### src/inc/iosrd_pkg.sv
// Constants, types and register map for the I/O space register decoder
package iosrd_pkg;
    localparam int IO_REGS = 64;
    localparam logic [7:0] IO_RESET = 8'h00;
    localparam logic [7:0] BYTE_ZERO = 8'h00;
    localparam logic [7:0] BYTE_ONES = 8'hFF;
    localparam logic [7:0] BIT_ONE = 8'h01;
    // Address windows
    localparam logic [7:0] BIT_IO_TOP = 8'h1F;
    localparam logic [7:0] IO_TOP = 8'h3F;
    localparam logic [7:0] MEM_IO_BASE = 8'h20;
    localparam logic [7:0] MEM_EXT_BASE = 8'h60;
    // I/O register indices
    localparam logic [5:0] ADDR_B_PINS = 6'h03;
    localparam logic [5:0] ADDR_B_DIR = 6'h04;
    localparam logic [5:0] ADDR_B_OUT = 6'h05;
    localparam logic [5:0] ADDR_C_PINS = 6'h06;
    localparam logic [5:0] ADDR_C_DIR = 6'h07;
    localparam logic [5:0] ADDR_C_OUT = 6'h08;
    localparam logic [5:0] ADDR_D_PINS = 6'h09;
    localparam logic [5:0] ADDR_D_DIR = 6'h0A;
    localparam logic [5:0] ADDR_D_OUT = 6'h0B;
    localparam logic [5:0] ADDR_E_PINS = 6'h0C;
    localparam logic [5:0] ADDR_E_DIR = 6'h0D;
    localparam logic [5:0] ADDR_E_OUT = 6'h0E;
    localparam logic [5:0] ADDR_TMR0_FLAGS = 6'h15;
    localparam logic [5:0] ADDR_TMR1_FLAGS = 6'h16;
    localparam logic [5:0] ADDR_GP_STORE1 = 6'h19;
    localparam logic [5:0] ADDR_GP_STORE2 = 6'h1A;
    localparam logic [5:0] ADDR_PC_FLAGS = 6'h1B;
    localparam logic [5:0] ADDR_EXT_FLAGS = 6'h1C;
    localparam logic [5:0] ADDR_EXT_MASK = 6'h1D;
    localparam logic [5:0] ADDR_GP_STORE0 = 6'h1E;
    localparam logic [5:0] ADDR_EE_CTRL = 6'h1F;
    localparam logic [5:0] ADDR_EE_DATA = 6'h20;
    localparam logic [5:0] ADDR_EE_ADDR_LO = 6'h21;
    localparam logic [5:0] ADDR_EE_ADDR_HI = 6'h22;
    localparam logic [5:0] ADDR_TMR_GEN = 6'h23;
    localparam logic [5:0] ADDR_TMR0_CTRL_A = 6'h24;
    localparam logic [5:0] ADDR_TMR0_CTRL_B = 6'h25;
    localparam logic [5:0] ADDR_TMR0_COUNT = 6'h26;
    localparam logic [5:0] ADDR_TMR0_CMP_A = 6'h27;
    localparam logic [5:0] ADDR_TMR0_CMP_B = 6'h28;
    localparam logic [5:0] ADDR_PLL_CS = 6'h29;
    localparam logic [5:0] ADDR_SPI_CTRL = 6'h2C;
    localparam logic [5:0] ADDR_SPI_STAT = 6'h2D;
    // Field positions
    localparam int TOV_BIT = 0;
    localparam int MATCH_A_BIT = 1;
    localparam int MATCH_B_BIT = 2;
    localparam int CAPTURE_BIT = 5;
    localparam int PLL_LOCK_BIT = 0;
    localparam int SPI_FLAG_BIT = 7;
    localparam int SPI_COLL_BIT = 6;

    typedef enum logic [7:0] {
        IO_READ_OP           = 8'h01,
        IO_WRITE_OP          = 8'h02,
        MEMORY_READ_FAMILY   = 8'h04,
        MEMORY_WRITE_FAMILY  = 8'h08,
        SET_BIT_OP           = 8'h10,
        CLEAR_BIT_OP         = 8'h20,
        SKIP_IF_BIT_SET_OP   = 8'h40,
        SKIP_IF_BIT_CLEAR_OP = 8'h80
    } iosrd_kind_e;

    typedef struct packed {
        logic        valid;
        iosrd_kind_e kind;
        logic [7:0]  addr;
        logic [2:0]  bit_sel;
        logic [7:0]  wdata;
    } iosrd_op_s;

    typedef struct packed {
        logic [2:0] tmr0;
        logic [3:0] tmr1;
        logic [3:0] pin_change;
        logic [3:0] ext_irq;
    } iosrd_evt_s;

    typedef struct packed {
        logic [7:0] pins_b;
        logic [7:0] pins_c;
        logic [7:0] pins_d;
        logic [2:0] pins_e;
        logic       pll_lock;
        logic       spi_flag;
        logic       spi_collide;
    } iosrd_stat_s;

    typedef logic [IO_REGS-1:0][7:0] iosrd_bank_t;

    function automatic logic [7:0] iosrd_rw_mask(input logic [5:0] idx);
        case (idx)
            ADDR_B_DIR, ADDR_B_OUT, ADDR_C_DIR, ADDR_C_OUT,
            ADDR_D_DIR, ADDR_D_OUT, ADDR_GP_STORE0, ADDR_GP_STORE1,
            ADDR_GP_STORE2, ADDR_EE_DATA, ADDR_EE_ADDR_LO,
            ADDR_TMR0_COUNT, ADDR_TMR0_CMP_A, ADDR_TMR0_CMP_B,
            ADDR_SPI_CTRL: return 8'hFF;
            ADDR_E_DIR, ADDR_E_OUT: return 8'h07;
            ADDR_EXT_MASK, ADDR_EE_CTRL: return 8'h0F;
            ADDR_EE_ADDR_HI: return 8'h03;
            ADDR_TMR_GEN: return 8'hC1;
            ADDR_TMR0_CTRL_A: return 8'hF3;
            ADDR_TMR0_CTRL_B: return 8'h0F;
            ADDR_PLL_CS: return 8'h06;
            ADDR_SPI_STAT: return 8'h01;
            default: return 8'h00;
        endcase
    endfunction

    function automatic logic [7:0] iosrd_w1c_mask(input logic [5:0] idx);
        case (idx)
            ADDR_TMR0_FLAGS: return 8'h07;
            ADDR_TMR1_FLAGS: return 8'h27;
            ADDR_PC_FLAGS, ADDR_EXT_FLAGS: return 8'h0F;
            default: return 8'h00;
        endcase
    endfunction
endpackage

### src/hw/iosrd_decoder.sv
// I/O space register decoder: instruction-port decode, bit access and register bank
// Functional notes
// RULE1: Registers at I/O 0x00..0x1F can be set or cleared one bit at a time and single bits there can be tested.
// RULE2: Set-bit and clear-bit operations above I/O 0x1F do nothing.
// RULE3: A set-bit or clear-bit operation writes only the addressed bit and never clears other pending flags.
// RULE4: Flag bits clear when written with one and stay unchanged when written with zero.
// RULE5: Dedicated port read and write operations decode I/O addresses 0x00..0x3F.
// RULE6: A memory access at I/O address plus 0x20 reaches the same register as the I/O access.
// RULE7: The extended range 0x60..0xFF is reached only by memory reads and writes, never by port operations.
// RULE8: Software should write zero to reserved bits it touches.
// RULE9: Software never writes reserved I/O addresses.
// RULE10: Timer flags hold overflow at bit 0, match A at bit 1, match B at bit 2 and timer1 capture at bit 5.
// RULE11: Reserved bits and addresses read zero and writes to them have no effect.
`timescale 1ns/1ns
`default_nettype none
module iosrd_decoder (
    input  wire logic                  clk_i,
    input  wire logic                  rst_i,
    input  wire iosrd_pkg::iosrd_op_s   op_i,
    input  wire iosrd_pkg::iosrd_evt_s  evt_i,
    input  wire iosrd_pkg::iosrd_stat_s stat_i,
    output logic [7:0]                 rdata_o,
    output logic                       rvalid_o,
    output logic                       skip_o,
    output logic                       ext_access_o,
    output iosrd_pkg::iosrd_bank_t      io_regs_o
);
    import iosrd_pkg::*;

    iosrd_bank_t regs_q;
    iosrd_bank_t regs_d;
    iosrd_bank_t ro_val;
    iosrd_bank_t set_ev;
    logic [7:0]  rdata_q;
    logic [7:0]  rdata_d;
    logic        rvalid_q;
    logic        rvalid_d;
    logic        skip_q;
    logic        skip_d;
    logic        ext_q;
    logic        ext_d;

    logic        is_io;
    logic        is_mem;
    logic        is_bit;
    logic        is_skip;
    logic        is_read;
    logic        is_write;
    logic        hit;
    logic        ext_hit;
    logic [5:0]  idx;
    logic [7:0]  mem_off;
    logic [7:0]  onehot;
    logic [7:0]  wen_bits;
    logic [7:0]  wval;
    logic [7:0]  cur;

    assign mem_off = op_i.addr - MEM_IO_BASE;
    assign onehot  = BIT_ONE << op_i.bit_sel;

    // Decode of instruction class and target register
    always_comb begin
        is_io    = op_i.valid && (op_i.kind == IO_READ_OP || op_i.kind == IO_WRITE_OP);
        is_mem   = op_i.valid && (op_i.kind == MEMORY_READ_FAMILY || op_i.kind == MEMORY_WRITE_FAMILY);
        is_bit   = op_i.valid && (op_i.kind == SET_BIT_OP || op_i.kind == CLEAR_BIT_OP);
        is_skip  = op_i.valid && (op_i.kind == SKIP_IF_BIT_SET_OP || op_i.kind == SKIP_IF_BIT_CLEAR_OP);
        is_read  = op_i.kind == IO_READ_OP || op_i.kind == MEMORY_READ_FAMILY;
        is_write = op_i.kind == IO_WRITE_OP || op_i.kind == MEMORY_WRITE_FAMILY;
        hit      = 1'b0;
        idx      = op_i.addr[5:0];
        ext_hit  = is_mem && (op_i.addr >= MEM_EXT_BASE); // [RULE7]
        if (is_io && op_i.addr <= IO_TOP) begin // [RULE5] [RULE7]
            hit = 1'b1;
        end else if (is_mem && op_i.addr >= MEM_IO_BASE && op_i.addr < MEM_EXT_BASE) begin
            hit = 1'b1;
            idx = mem_off[5:0]; // [RULE6]
        end else if ((is_bit || is_skip) && op_i.addr <= BIT_IO_TOP) begin // [RULE1] [RULE2]
            hit = 1'b1;
        end
    end

    // Write lanes: a full write covers the byte, a bit operation only its bit
    always_comb begin
        wen_bits = BYTE_ZERO;
        wval     = BYTE_ZERO;
        if (hit && is_write) begin
            wen_bits = BYTE_ONES;
            wval     = op_i.wdata;
        end else if (hit && is_bit) begin
            wen_bits = onehot; // [RULE3]
            wval     = (op_i.kind == SET_BIT_OP) ? onehot : BYTE_ZERO;
        end
    end

    // Hardware status bits that software only reads
    always_comb begin
        ro_val                              = '0;
        ro_val[ADDR_B_PINS]                 = stat_i.pins_b;
        ro_val[ADDR_C_PINS]                 = stat_i.pins_c;
        ro_val[ADDR_D_PINS]                 = stat_i.pins_d;
        ro_val[ADDR_E_PINS][2:0]            = stat_i.pins_e;
        ro_val[ADDR_PLL_CS][PLL_LOCK_BIT]   = stat_i.pll_lock;
        ro_val[ADDR_SPI_STAT][SPI_FLAG_BIT] = stat_i.spi_flag;
        ro_val[ADDR_SPI_STAT][SPI_COLL_BIT] = stat_i.spi_collide;
    end

    // Peripheral events raising sticky flags
    always_comb begin
        set_ev                                = '0;
        set_ev[ADDR_TMR0_FLAGS][TOV_BIT]      = evt_i.tmr0[0]; // [RULE10]
        set_ev[ADDR_TMR0_FLAGS][MATCH_A_BIT]  = evt_i.tmr0[1];
        set_ev[ADDR_TMR0_FLAGS][MATCH_B_BIT]  = evt_i.tmr0[2];
        set_ev[ADDR_TMR1_FLAGS][TOV_BIT]      = evt_i.tmr1[0]; // [RULE10]
        set_ev[ADDR_TMR1_FLAGS][MATCH_A_BIT]  = evt_i.tmr1[1];
        set_ev[ADDR_TMR1_FLAGS][MATCH_B_BIT]  = evt_i.tmr1[2];
        set_ev[ADDR_TMR1_FLAGS][CAPTURE_BIT]  = evt_i.tmr1[3];
        set_ev[ADDR_PC_FLAGS][3:0]            = evt_i.pin_change;
        set_ev[ADDR_EXT_FLAGS][3:0]           = evt_i.ext_irq;
    end

    // Per-register next value; a flag event wins over a clear in the same cycle
    for (genvar g = 0; g < IO_REGS; g++) begin : g_reg
        localparam logic [5:0] IDX = 6'(g);
        localparam logic [7:0] RW  = iosrd_rw_mask(IDX);
        localparam logic [7:0] WC  = iosrd_w1c_mask(IDX);
        logic [7:0] lane;
        logic [7:0] kept;
        assign lane = (hit && idx == IDX) ? wen_bits : BYTE_ZERO;
        assign kept = (regs_q[g] & ~(RW & lane)) | (wval & RW & lane);
        assign regs_d[g] = ((kept & ~(WC & lane & wval)) | (set_ev[g] & WC)) & (RW | WC); // [RULE4] [RULE11]
    end

    // Read value, skip test and extended-range notice
    always_comb begin
        cur      = (regs_q[idx] & (iosrd_rw_mask(idx) | iosrd_w1c_mask(idx)))
                 | (ro_val[idx] & ~iosrd_rw_mask(idx) & ~iosrd_w1c_mask(idx)); // [RULE11]
        rvalid_d = (is_io || is_mem) && is_read;
        rdata_d  = (hit && is_read) ? cur : BYTE_ZERO;
        skip_d   = hit && is_skip && (cur[op_i.bit_sel] == (op_i.kind == SKIP_IF_BIT_SET_OP)); // [RULE1]
        ext_d    = ext_hit;
    end

    always_ff @(posedge clk_i) begin
        if (rst_i) begin
            regs_q   <= {IO_REGS{IO_RESET}};
            rdata_q  <= BYTE_ZERO;
            rvalid_q <= 1'b0;
            skip_q   <= 1'b0;
            ext_q    <= 1'b0;
        end else begin
            regs_q   <= regs_d;
            rdata_q  <= rdata_d;
            rvalid_q <= rvalid_d;
            skip_q   <= skip_d;
            ext_q    <= ext_d;
        end
    end

    assign rdata_o      = rdata_q;
    assign rvalid_o     = rvalid_q;
    assign skip_o       = skip_q;
    assign ext_access_o = ext_q;
    assign io_regs_o    = regs_q;

    // Checks
    logic no_evt;
    assign no_evt = (evt_i == '0);

    property p_bit_only;
        @(posedge clk_i) disable iff (rst_i)
        (hit && is_bit && no_evt) |=>
            (((regs_q[$past(idx)] ^ $past(regs_q[idx])) & ~$past(onehot)) == BYTE_ZERO);
    endproperty
    a_bit_only: assert property (p_bit_only) else $error("bit op touched other bits"); // [RULE3]

    property p_bit_high;
        @(posedge clk_i) disable iff (rst_i)
        (is_bit && op_i.addr > BIT_IO_TOP && no_evt) |=> (regs_q == $past(regs_q));
    endproperty
    a_bit_high: assert property (p_bit_high) else $error("bit op above range changed bank"); // [RULE2]

    property p_set_bit;
        @(posedge clk_i) disable iff (rst_i)
        (hit && op_i.kind == SET_BIT_OP && op_i.addr[5:0] == ADDR_B_OUT) |=>
            regs_q[ADDR_B_OUT][$past(op_i.bit_sel)];
    endproperty
    a_set_bit: assert property (p_set_bit) else $error("set bit failed"); // [RULE1]

    property p_skip;
        @(posedge clk_i) disable iff (rst_i)
        (hit && op_i.kind == SKIP_IF_BIT_CLEAR_OP && !cur[op_i.bit_sel]) |=> skip_o;
    endproperty
    a_skip: assert property (p_skip) else $error("skip on clear bit missed"); // [RULE1]

    property p_w1c;
        @(posedge clk_i) disable iff (rst_i)
        (hit && is_write && idx == ADDR_TMR0_FLAGS && no_evt) |=>
            (regs_q[ADDR_TMR0_FLAGS] == ($past(regs_q[ADDR_TMR0_FLAGS]) & ~$past(op_i.wdata)));
    endproperty
    a_w1c: assert property (p_w1c) else $error("flag write-one-clear wrong"); // [RULE4]

    property p_io_range;
        @(posedge clk_i) disable iff (rst_i)
        (is_io && is_write && op_i.addr > IO_TOP && no_evt) |=> $stable(regs_q);
    endproperty
    a_io_range: assert property (p_io_range) else $error("port write beyond 0x3F acted"); // [RULE5]

    property p_alias;
        @(posedge clk_i) disable iff (rst_i)
        (op_i.valid && op_i.kind == MEMORY_WRITE_FAMILY && op_i.addr == (MEM_IO_BASE + {2'b00, ADDR_GP_STORE0})) |=>
            (regs_q[ADDR_GP_STORE0] == $past(op_i.wdata));
    endproperty
    a_alias: assert property (p_alias) else $error("data-space alias missed"); // [RULE6]

    property p_ext;
        @(posedge clk_i) disable iff (rst_i)
        (ext_hit && no_evt) |=> (ext_access_o && rdata_o == BYTE_ZERO && $stable(regs_q));
    endproperty
    a_ext: assert property (p_ext) else $error("extended access mishandled"); // [RULE7]

    property p_capture;
        @(posedge clk_i) disable iff (rst_i)
        evt_i.tmr1[3] |=> regs_q[ADDR_TMR1_FLAGS][CAPTURE_BIT];
    endproperty
    a_capture: assert property (p_capture) else $error("capture flag not at bit 5"); // [RULE10]

    property p_reserved;
        @(posedge clk_i) disable iff (rst_i)
        (hit && is_read && idx == 6'h00) |=> (rdata_o == BYTE_ZERO);
    endproperty
    a_reserved: assert property (p_reserved) else $error("reserved address read nonzero"); // [RULE11]

    // A flag event in the cycle of its clear must survive
    property p_evt_wins;
        @(posedge clk_i) disable iff (rst_i)
        (hit && is_write && idx == ADDR_EXT_FLAGS && evt_i.ext_irq[0]) |=> regs_q[ADDR_EXT_FLAGS][0];
    endproperty
    a_evt_wins: assert property (p_evt_wins) else $error("flag event lost to clear"); // [RULE4]

    property p_rvalid;
        @(posedge clk_i) disable iff (rst_i)
        rvalid_o |-> ($past(op_i.valid) && $past(is_read));
    endproperty
    a_rvalid: assert property (p_rvalid) else $error("read valid without read"); // [RULE5]

    property p_mem_low;
        @(posedge clk_i) disable iff (rst_i)
        (is_mem && is_write && op_i.addr < MEM_IO_BASE && no_evt) |=> $stable(regs_q);
    endproperty
    a_mem_low: assert property (p_mem_low) else $error("memory write below window acted"); // [RULE6]

    c_bit_flag: cover property (@(posedge clk_i) disable iff (rst_i)
        hit && op_i.kind == SET_BIT_OP && idx == ADDR_TMR1_FLAGS);
    c_mem_read: cover property (@(posedge clk_i) disable iff (rst_i)
        hit && is_mem && is_read);
    c_skip: cover property (@(posedge clk_i) disable iff (rst_i) skip_o);
    c_race: cover property (@(posedge clk_i) disable iff (rst_i)
        hit && is_write && idx == ADDR_EXT_FLAGS && evt_i.ext_irq != 4'h0);
endmodule
`default_nettype wire

### config.mk
export PLATFORM = sky130hd
export DESIGN_NAME = iosrd_decoder
export DESIGN_NICKNAME = d
export VERILOG_FILES = /design/src/inc/iosrd_pkg.sv /design/src/hw/iosrd_decoder.sv
export SDC_FILE = /design/constraint.sdc
export NUM_CORES = 1
export LEC_CHECK = 0
export BUFFER_PORTS_ARGS = -buffer_cell sky130_fd_sc_hd__buf_2
export CORE_AREA = 2 2 233 235
export DETAILED_ROUTE_END_ITERATION = 8
export DIE_AREA = 0 0 235 237
export GPL_TIMING_DRIVEN = 1
export PLACE_DENSITY = 0.55
export RECOVER_POWER = 100
export REMOVE_ABC_BUFFERS = 1
export SLEW_MARGIN = 40
export SYNTH_ARGS = -nofsm -noshare
export SYNTH_HDL_FRONTEND = slang
export SYNTH_SLANG_ARGS = --single-unit
### constraint.sdc
create_clock -name clk_i -period 11.15 [get_ports clk_i]
set_clock_uncertainty 0.15 [all_clocks]
set_input_delay 3.345 -clock clk_i [delete_from_list [all_inputs] [get_ports clk_i]]
set_output_delay 3.345 -clock clk_i [all_outputs]
set_load 0.02 [all_outputs]
==> summary.md <==
| Metric | Value |
|---|---|
| Outcome | complete, but fails checks |
| Failing checks | max-capacitance violations, max-slew violations |
| Register area | 3563 um2 |
| Deepest clock path buffer count | 2 |
| Async SR Flop Fraction | 0% |
| Max_slew headroom | -17.31% |
| Multi-input logic area | 6834 um2 |
| Area delta synth->final | 6.915% |
| DRC Markers | 0 |
| Worst path arrival time | 8.77 ns |
| IO buf count | 252 |
| Reg2Reg Setup Slack | just over 8 ns |
| Fillers | 5,963 |
| Sequential cell fraction of total power | 42.1% |
| Netlist cell types | 78 |
| Via count | 11,034 |
| Clock period minus worst slack | 8.599 ns |
| Die ar. | 55,700 um2 |
| RSZ-0062 raised after global routing | no |
| Setup Viol. Count Final | 0 |
| Grt total ovfl | 0 |
| Hold Path Depth | 2 |
| Clk Tree Root Cell | clkbuf_16 |
| Register bit total from synthesis | roughly 180 |
| Worst reg2reg path endpoint | skip_o$_SDFF_PP0_ |
| Power share of the combinational group | 16.4% |
| Reg clk slew, reported paths | approximately 0.08 ns |
| EDFF count, synth | 0 |
| CTS resizes | 0 |
| Worst-Skew Late Latency | roughly 0.47 ns |
| Endpoint class of the critical path | flip-flop |
| Global-route wire length before repair | 73,270 um |
| Core ar. | 53,280 um2 |
| DRT Wirelength | 53,390 um |
| Placer Congestion | 0.8911 |
| Sequential-to-total area share from yosys stat | around 29% |
| Final setup TNS | 0 ns |
| Final ANT Viol Nets | 0 |
| Num CTS Buffers | 17 |
| Max cap viols | 3 |
| GRT Overall Usage | 18.08% |
| Chip width | 235 um |
| TritonCTS Sinks | 178 |
| Initial Util | 22.92% |
| WS Path Type | input port to flip-flop |
| Syn Inst Count | 1,520 |
| Most frequent cells in the layout | conb_1, clkbuf_1, dfxtp_1 |
| Post-CTS setup buffers | 0 |
| Internal Power | 1.008 mW |
| CTS tree | done |
| WP data required | 11.32 ns |
| DR iter-0 viols | 927 |
| FMAX | 116.3 MHz |
| Post-synthesis area per instance | 8.036 um2 |
| Clock share of power | 41.5% |
| Most common cell after layout, fill and taps aside | conb_1 |
| Vias in the first global route | 9,846 |
| Initial antenna violation count | 1 |
| Final Max Tran Viols | 67 |
| Layout cell share with drive strength beyond 1 | 10.11% |
| Syn. warnings | 0 |
| PwrDens | 117.1 nW/um2 |
| Post-CTS Hold Buffers | 0 |
| Pre-Repair DR Iteration Count | 5 |
| Row count | 85 |
| Wire length per cell | 22.08 um |
| Static Leak | 5.324 nW |
| R2R depth | 10 |
| Worst-Margin Slew | 1.760 ns |
| H-tree Lvls | 4 |
| Io pins | 598 |
| Fin crit share | 77.12% |
| Sw power | between 500 and 600 uW |
| DR vias/cell | 4.563 |
| Die Ht | between 200 and 250 um |
| # nets final | 1,790 |
| Mapped Area | 12,210 um2 |
| Largest net degree at the start of global routing | 84 |
| DPL Wire Length | 41,100 um |
| Largest fanout on the critical path | 16 |
| Worst setup SP type | input port |
| Overall power | 1.529 mW |
| Min-delay worst type | flip-flop to flip-flop |
| Final hold violation count | 0 |
| Max VDD drop | roughly 0.11 mV |
| Synth Flop Type | dfxtp_1 |
| Sw Ratio | 34.04% |
## per-stage QoR
step	std cells	instance area, um2	setup WS, ns	util (%)	hold WS (ns)
3_3_place_gp	2384	12720	3.665	23.87	0.3072
6_report	2418	13060	2.551	24.51	0.3286
2_1_floorplan	1421	10480	5.133	-	0.3829
4_1_cts	2416	13340	4.312	25.03	0.3274
5_1_grt	2418	13060	2.222	24.51	0.3541
3_5_place_dp	2384	12740	3.839	23.91	0.3167
## Yosys cell counts (7+ instances only)
cell type	count	area (um2)
buf_2	23	115.1
a221oi_1	12	105.1
a22oi_1	23	172.7
buf_1	8	30.03
mux2i_1	89	890.9
ha_1	7	87.58
o22ai_1	8	50.05
nor2b_1	7	43.79
o211ai_1	27	202.7
nor2_1	140	525.5
clkbuf_1	60	225.2
o21ai_0	61	305.3
o31ai_1	24	180.2
and2_1	8	50.05
nor3_1	12	60.06
buf_4	346	2597
mux2_2	20	225.2
o21ai_1	26	130.1
nand3_1	98	490.5
a31oi_1	8	50.05
dfxtp_1	178	3563
nand2b_1	15	93.84
inv_1	8	30.03
a21oi_1	59	295.3
nand2_1	113	424.2
and3_1	18	112.6
## critical path, stage by stage
cell and delay [ns]:
clkbuf_1 0.19, nor4_1 0.74, nand4_1 0.28, nor3b_1 0.26, nor2_1 0.09, a21oi_1 1.31
nand2_1 0.90, nor3_4 0.47, clkbuf_1 0.54, nand3_2 0.35, nand3_1 0.19, o21ai_0 0.09
## kinds of logic after synthesis
logic type	share of synthesized area, %
compound gates	16.42
xor+xnor	0.4302
fa+ha+maj	0.7170
buf+inv	25.08
flops	29.17
mux	9.783
other cells	0.03070
simple gates	18.37
## power groups by stage
stage               registers (mW)  logic [mW]  clock network [mW]
floorplan                    0.661       0.161                   0
global placement             0.659       0.247                   0
detailed placement           0.659       0.248                   0
CTS                          0.644       0.248               0.646
global route                 0.644       0.264               0.675
finish                       0.644       0.250               0.634
## final cells by class
type,count,share of cell area [%]
Inverter,9,0.2587
Clock buffer,18,3.363
Clock inverter,14,1.246
Antenna cell,1,0.01916
Timing Repair Buffer,268,8.824
Tap cell,696,6.669
Sequential cell,178,27.29
Multi-Input combinational cell,1234,52.33
## worst max path at each step
stage | slack [ns] | end | startpoint | cells after the start
3_5_place_dp | 3.84 | skip_o$_SDFF_PP0_ | op_i[12] | 13
2_1_floorplan | 5.13 | flip-flop | op_i[24] | 9
4_1_cts | 4.31 | skip_o$_SDFF_PP0_ | op_i[12] | 13
5_1_grt | 2.22 | flip-flop | op_i[23] | 12
6_report | 2.55 | flip-flop | op_i[23] | 12
3_3_place_gp | 3.67 | skip_o$_SDFF_PP0_ | op_i[13] | 13
## layer usage
layer	GRT usage, %	share of wire [%]
met1	20.65	38
met4	6.348	2.7
met5	0	0
met2	32.69	52
met3	4.360	7.2
Power figures use the tool's default switching activity.
